### config.mk
export PLATFORM = sky130hd
export DESIGN_NAME = asc_ctrl
export DESIGN_NICKNAME = d
export VERILOG_FILES = /design/src/asc_pkg.sv /design/src/asc_pin_if.sv /design/src/asc_ctrl.sv /design/src/asc_pin_drv.sv
export SDC_FILE = /design/constraint.sdc
export NUM_CORES = 1
export LEC_CHECK = 0
export ABC_AREA = 1
export BUFFER_PORTS_ARGS = -buffer_cell sky130_fd_sc_hd__buf_2
export CAP_MARGIN = 20
export CORE_AREA = 4 4 93 95
export CTS_BUF_LIST = sky130_fd_sc_hd__clkbuf_4
export DETAILED_ROUTE_END_ITERATION = 7
export DIE_AREA = 0 0 97 99
export PLACE_DENSITY = 0.76
export REMOVE_ABC_BUFFERS = 1
export SLEW_MARGIN = 40
export SYNTH_ARGS = -nofsm -noshare
export SYNTH_HDL_FRONTEND = slang
export SYNTH_SLANG_ARGS = --single-unit
export TNS_END_PERCENT = 30
### constraint.sdc
create_clock -name clk_i -period 1.7 [get_ports clk_i]
set_input_delay 0.085 -clock clk_i [delete_from_list [all_inputs] [get_ports clk_i]]
set_output_delay 0.085 -clock clk_i [all_outputs]
set_load 0.02 [all_outputs]
### src/asc_pkg.sv
package asc_pkg;
	// ==========================================================
	// memory geometry
	localparam int ADDR_W = 20;
	localparam int DATA_W = 16;
	localparam int LANE_W = 8;
	// ==========================================================
	// timing in ns for the slower speed grade, and clock period
	localparam int CLK_NS = 100;
	localparam int T_RC_NS = 70;
	localparam int T_PWE_NS = 45;
	localparam int T_SD_NS = 30;
	localparam int T_HZWE_NS = 25;
	localparam int T_HZOE_NS = 25;
	// least times round up, at least one cycle
	localparam int RD_CYC = (T_RC_NS + CLK_NS - 1) / CLK_NS < 1 ? 1 :
		(T_RC_NS + CLK_NS - 1) / CLK_NS;
	localparam int WR_CYC = (T_PWE_NS + CLK_NS - 1) / CLK_NS < 1 ? 1 :
		(T_PWE_NS + CLK_NS - 1) / CLK_NS;
	localparam int TURN_CYC = (T_HZOE_NS + CLK_NS - 1) / CLK_NS < 1 ? 1 :
		(T_HZOE_NS + CLK_NS - 1) / CLK_NS;
	localparam int CNT_W = 4;
	// ==========================================================
	// sequencer states, one-hot
	typedef enum logic [4:0] {
		ASC_IDLE = 5'h01,
		ASC_READ = 5'h02,
		ASC_TURN = 5'h04,
		ASC_WRITE = 5'h08,
		ASC_REL = 5'h10
	} asc_state_t;
endpackage

### src/asc_pin_if.sv
`timescale 1ns/100ps
`default_nettype none
// ==========================================================
// pin-facing controls handed from sequencer to the pin driver
interface asc_pin_if;
	logic sel;
	logic wr;
	logic oe;
	logic [1:0] lane;
	logic drive;
	modport seq (output sel, output wr, output oe, output lane, output drive);
	modport drv (input sel, input wr, input oe, input lane, input drive);
endinterface
`default_nettype wire

### src/asc_ctrl.sv
`timescale 1ns/100ps
`default_nettype none
module asc_ctrl (
	input wire logic clk_i,
	input wire logic srst_i,
	input wire logic req_i,
	input wire logic req_write_i,
	input wire logic [asc_pkg::ADDR_W-1:0] req_addr_i,
	input wire logic [1:0] req_lane_i,
	input wire logic [asc_pkg::DATA_W-1:0] req_wdata_i,
	output logic req_ready_o,
	output logic rd_valid_o,
	output logic [asc_pkg::DATA_W-1:0] rd_data_o,
	output logic [asc_pkg::ADDR_W-1:0] addr_o,
	output logic select_low_active_o,
	output logic select_high_active_o,
	output logic write_n_o,
	output logic out_enable_n_o,
	output logic upper_lane_enable_n_o,
	output logic lower_lane_enable_n_o,
	input wire logic [asc_pkg::DATA_W-1:0] data_i,
	output logic [asc_pkg::DATA_W-1:0] data_o,
	output logic data_oe_n_o
);
	import asc_pkg::*;
	typedef struct packed {
		asc_state_t state;
		logic [CNT_W-1:0] cnt;
		logic [ADDR_W-1:0] addr;
		logic [1:0] lane;
		logic [DATA_W-1:0] wdata;
		logic [DATA_W-1:0] rdata;
		logic rvalid;
		logic [DATA_W-1:0] din_s1;
		logic [DATA_W-1:0] din_s2;
	} asc_ctl_t;
	asc_ctl_t st_ff, nxt_st;
	asc_pin_if pin();
	// ==========================================================
	// counter load for a state held c cycles: one less than c
	function automatic logic [CNT_W-1:0] hold_cyc(input int c);
		hold_cyc = CNT_W'(c - 1);
	endfunction
	// ==========================================================
	// sequencer: one access per request, idle between accesses
	always_comb begin
		nxt_st = st_ff;
		nxt_st.rvalid = 1'b0;
		nxt_st.din_s1 = data_i; // data pins pass two flops before use
		nxt_st.din_s2 = st_ff.din_s1;
		case (st_ff.state)
			ASC_IDLE: begin
				if (req_i && req_lane_i != 2'h0) begin
					nxt_st.addr = req_addr_i;
					nxt_st.lane = req_lane_i;
					nxt_st.wdata = req_write_i ? req_wdata_i : st_ff.wdata;
					nxt_st.state = req_write_i ? ASC_TURN : ASC_READ;
					nxt_st.cnt = req_write_i ? hold_cyc(TURN_CYC) : hold_cyc(RD_CYC + 3);
				end
			end
			ASC_READ: begin
				// three extra cycles: pin register, then two synchroniser flops
				if (st_ff.cnt == '0) begin
					nxt_st.rdata = st_ff.din_s2;
					nxt_st.rvalid = 1'b1;
					nxt_st.state = ASC_REL;
				end else begin
					nxt_st.cnt = st_ff.cnt - 1'b1;
				end
			end
			ASC_TURN: begin
				// selects go on from the first turn cycle, strobe low and bus driven from the last turn cycle, output enable off
				if (st_ff.cnt == '0) begin
					nxt_st.state = ASC_WRITE;
					nxt_st.cnt = hold_cyc(WR_CYC);
				end else begin
					nxt_st.cnt = st_ff.cnt - 1'b1;
				end
			end
			ASC_WRITE: begin
				if (st_ff.cnt == '0) begin
					nxt_st.state = ASC_REL;
				end else begin
					nxt_st.cnt = st_ff.cnt - 1'b1;
				end
			end
			ASC_REL: begin
				nxt_st.state = ASC_IDLE;
			end
			default: begin
				nxt_st.state = ASC_IDLE;
			end
		endcase
	end
	// ==========================================================
	// state register
	always_ff @(posedge clk_i) begin
		if (srst_i) begin
			st_ff <= '{ASC_IDLE, '0, '0, 2'h0, '0, '0, 1'b0, '0, '0};
		end else begin
			st_ff <= nxt_st;
		end
	end
	// ==========================================================
	// pin intents: strobe rises one cycle before selects drop
	assign pin.sel = st_ff.state inside {ASC_READ, ASC_TURN, ASC_WRITE};
	assign pin.wr = (st_ff.state == ASC_TURN) && (st_ff.cnt == '0) ||
		(st_ff.state == ASC_WRITE) && (st_ff.cnt != '0);
	assign pin.oe = (st_ff.state == ASC_READ);
	assign pin.lane = pin.sel ? st_ff.lane : 2'h0;
	assign pin.drive = (st_ff.state == ASC_TURN) && (st_ff.cnt == '0) ||
		(st_ff.state == ASC_WRITE);
	asc_pin_drv u_drv (
		.clk_i(clk_i),
		.srst_i(srst_i),
		.pin(pin),
		.select_low_active_o(select_low_active_o),
		.select_high_active_o(select_high_active_o),
		.write_n_o(write_n_o),
		.out_enable_n_o(out_enable_n_o),
		.upper_lane_enable_n_o(upper_lane_enable_n_o),
		.lower_lane_enable_n_o(lower_lane_enable_n_o),
		.data_oe_n_o(data_oe_n_o)
	);
	assign addr_o = st_ff.addr;
	assign data_o = st_ff.wdata; // held past strobe rise
	assign req_ready_o = (st_ff.state == ASC_IDLE);
	assign rd_valid_o = st_ff.rvalid;
	assign rd_data_o = st_ff.rdata;
endmodule
`default_nettype wire

### src/asc_pin_drv.sv
`timescale 1ns/100ps
`default_nettype none
// ==========================================================
// registers the memory control pins; all pins glitch-free from flops
module asc_pin_drv (
	input wire logic clk_i,
	input wire logic srst_i,
	asc_pin_if.drv pin,
	output logic select_low_active_o,
	output logic select_high_active_o,
	output logic write_n_o,
	output logic out_enable_n_o,
	output logic upper_lane_enable_n_o,
	output logic lower_lane_enable_n_o,
	output logic data_oe_n_o
);
	typedef struct packed {
		logic cs_n;
		logic cs;
		logic we_n;
		logic oe_n;
		logic ub_n;
		logic lb_n;
		logic doe_n;
	} asc_drv_t;
	asc_drv_t st_ff, nxt_st;
	// ==========================================================
	// next pin levels
	always_comb begin
		nxt_st.cs_n = ~pin.sel;
		nxt_st.cs = pin.sel;
		nxt_st.we_n = ~pin.wr;
		nxt_st.oe_n = ~pin.oe;
		nxt_st.ub_n = ~pin.lane[1];
		nxt_st.lb_n = ~pin.lane[0];
		nxt_st.doe_n = ~pin.drive;
	end
	// ==========================================================
	// pin register, idle = deselected and released
	always_ff @(posedge clk_i) begin
		if (srst_i) begin
			st_ff <= '{1'b1, 1'b0, 1'b1, 1'b1, 1'b1, 1'b1, 1'b1};
		end else begin
			st_ff <= nxt_st;
		end
	end
	assign select_low_active_o = st_ff.cs_n;
	assign select_high_active_o = st_ff.cs;
	assign write_n_o = st_ff.we_n;
	assign out_enable_n_o = st_ff.oe_n;
	assign upper_lane_enable_n_o = st_ff.ub_n;
	assign lower_lane_enable_n_o = st_ff.lb_n;
	assign data_oe_n_o = st_ff.doe_n;
endmodule
`default_nettype wire

==> impl_metrics.tcl <==
set metrics [dict create \
    cts_sinks 103 \
    nets 670 \
    synth_top_area_share_pct 51.3 \
    routedWlPerCell_um 12.4 \
    synth_area_mm2 0.00402 \
    core_mm2 0.00773 \
    gp_congestion 0.856 \
    slew_violations 0 \
    vias 3293 \
    worstPathArrival_ps 1870 \
    ys_async_sr_fraction_pct 0 \
    ys_warn_count 0 \
    yosysSeqAreaShare_pct 51.3 \
    viasPerCell 4.59 \
    hpwl_um 5410 \
    grt_pass1_wl_um 15300 \
    fp.dieH_um 99 \
    cellLeakagePower_uw 0.00252 \
    rrSetupSlack_ps 190 \
    synth_area_leader_cell "dfxtp_1" \
    setup_tns_ps 0 \
    setup_slack_ps 185 \
    synthTopCellsByCount "nor2_1 (114), dfxtp_1 (103), inv_1 (60)" \
    cts_max_level 3 \
    cts_tree "done" \
    die_area_mm2 0.00960 \
    yosys_register_bits 103 \
    grt_pass1_vias 3258 \
    dr.pass1.iters 4 \
    rsz0062_at_grt "no" \
    synth-edff-count 0 \
    num_rows 32 \
    dpl_cell_area_mm2 0.00427 \
    place_ws_ps 108 \
    ys_types 29 \
    drc 0 \
    fillerInstances 618 \
    cts_made_buffers 9 \
    drtIter0Drc 145 \
    drt-total-wl_um 8890 \
    drv_cap 0 \
    grt_use_total_pct 19.4 \
    io_buffer_count 118 \
    worstMarginPinSlew_ps 375 \
    clock_skew_ps 10.3 \
    cp_max_fo 6 \
    antenna_found_initial 0 \
    synth.most_common_cell "nor2_1" \
    clockBufferDepth 2 \
    slew_headroom_pct 75.0 \
    num_io_pins 119 \
    stdcell_area_mm2 0.00503 \
    ant_nets 0 \
    power.density_mw_per_mm2 991 \
    drive_gt1_share_pct 27.5 \
    clk_pin_slew_ps 150 \
    hold_viol 0 \
    start_util_pct 52.0 \
    period_share_pct 89.1 \
    fmaxAchievable_mhz 660 \
    synthCells 490 \
    ir_drop_v 0.000761 \
    avgSynthCellArea_um2 8.20 \
    crit_type "reg2reg" \
    antenna_cells 0 \
    final-setup-viol-count 0 \
    end_kind "register" \
    dp_cells 643 \
    startpoint_type "register" \
    worst_ep_required_time_ps 2060 \
    outcome "finished clean" \
    period_needed_ps 1510 \
    grt_overflow 0 \
    die_w_um 97 \
    fin_cells 717 \
    grt_max_degree 65 \
    ys.flop_type "dfxtp_1" \
    root_buffer "clkbuf_4" \
    syn_to_final_growth_pct 25.3 \
    clock_latency_ps 450 \
    holdCritPathClass "in2reg" \
    synth_area_leaders "dfxtp_1 (51%), nor2_1 (11%), buf_4 (9.7%)" \
]
[cells in the final DEF, fill, tap and decap left out, drive strengths merged, types with 3 or more instances in the layout]
cell | Yosys | layout
nor2 | 129 | 129
buf | 62 | 125
dfxtp | 103 | 103
inv | 65 | 67
o21ai | 57 | 57
dlygate4sd3 | 0 | 55
nand2 | 24 | 24
a21oi | 20 | 20
clkbuf | 9 | 10
nand3 | 10 | 10
nand4 | 4 | 4
clkinv | 1 | 3
[power by group]
group | total, uW | switching, uW | internal [uW]
registers | 2650 | 79.1 | 2580
logic | 934 | 560 | 373
clock network | 1400 | 777 | 625
total | 4990 | 1420 | 3570
[cells by family (layout without fill, tap and decap cells)]
logic type | after synthesis | after routing | synth area share [%]
xor+xnor | 1 | 1 | 0.218
buf+inv | 137 | 262 | 18.8
simple gates | 169 | 169 | 19.2
flops | 103 | 103 | 51.3
compound gates | 78 | 78 | 9.87
fa+ha+maj | 2 | 2 | 0.623
[flip-flops by register name (all words and copies together) (netlist names)]
name and flops:
st_ff 27, addr_o 20, data_o 16, nxt_st 16, rd_data_o 16, rd_valid_o 1, u_drv.data_oe_n_o 1, u_drv.lower_lane_enable_n_o 1
u_drv.out_enable_n_o 1, u_drv.select_high_active_o 1, u_drv.select_low_active_o 1, u_drv.upper_lane_enable_n_o 1, u_drv.write_n_o 1
[layer usage]
layer | up-vias | track usage [%] | wire length (um)
li1 | 1699 | - | -
met1 | 1445 | 23.0 | 3760
met2 | 127 | 32.3 | 4270
met3 | 22 | 6.51 | 603
met4 | 0 | 8.32 | 252
met5 | - | 0 | 0
[stage by stage]
stage               power [uW]  hold slack (ps)  util (%)
floorplan                 3220              154         -
global placement          3500              285      55.3
detailed placement        3530              293      55.3
CTS                       5030              101      64.6
global route              5280              114      65.1
finish                    4990              135      65.1
[critical path, cell delays in order (launching register included)]
cell     delay (ps)
dfxtp_1         330
inv_1           140
ha_1            180
nand2_1          60
nor2_2          110
buf_4           140
nand3_1         160
nand3_1         140
nand2_1          50
nor2_1           80
nor2_1           50
[final cells by class]
type	count	area (um2)	share of cell area (%)
timing repair buffer	180	1220	24.2
clock inverter	6	91.3	1.81
inverter	66	250	4.97
tap	102	128	2.54
multi-input combinational	250	1210	24.0
sequential	103	2060	41.0
clock buffer	10	75.1	1.49
[worst paths after layout]
path	startpoint	end	depth (start not counted)
worst min register to register	nxt_st[2]	st_ff[2]	2
worst max register to register	st_ff[87]	st_ff[87]	10
worst max-delay path	st_ff[87]	st_ff[87]	10
worst min-delay path	srst_i	st_ff[6]	3
[timing repair]
| action | CTS | global route |
|---|---|---|
| hold endpoints to repair | 55 | 0 |
| gates resized for setup | 0 | 1 |
| setup buffers | 0 | 3 |
| hold buffers | 55 | 0 |
| endpoints found under the setup margin | 0 | 17 |
Note: power is estimated with default switching activity, not from simulation.
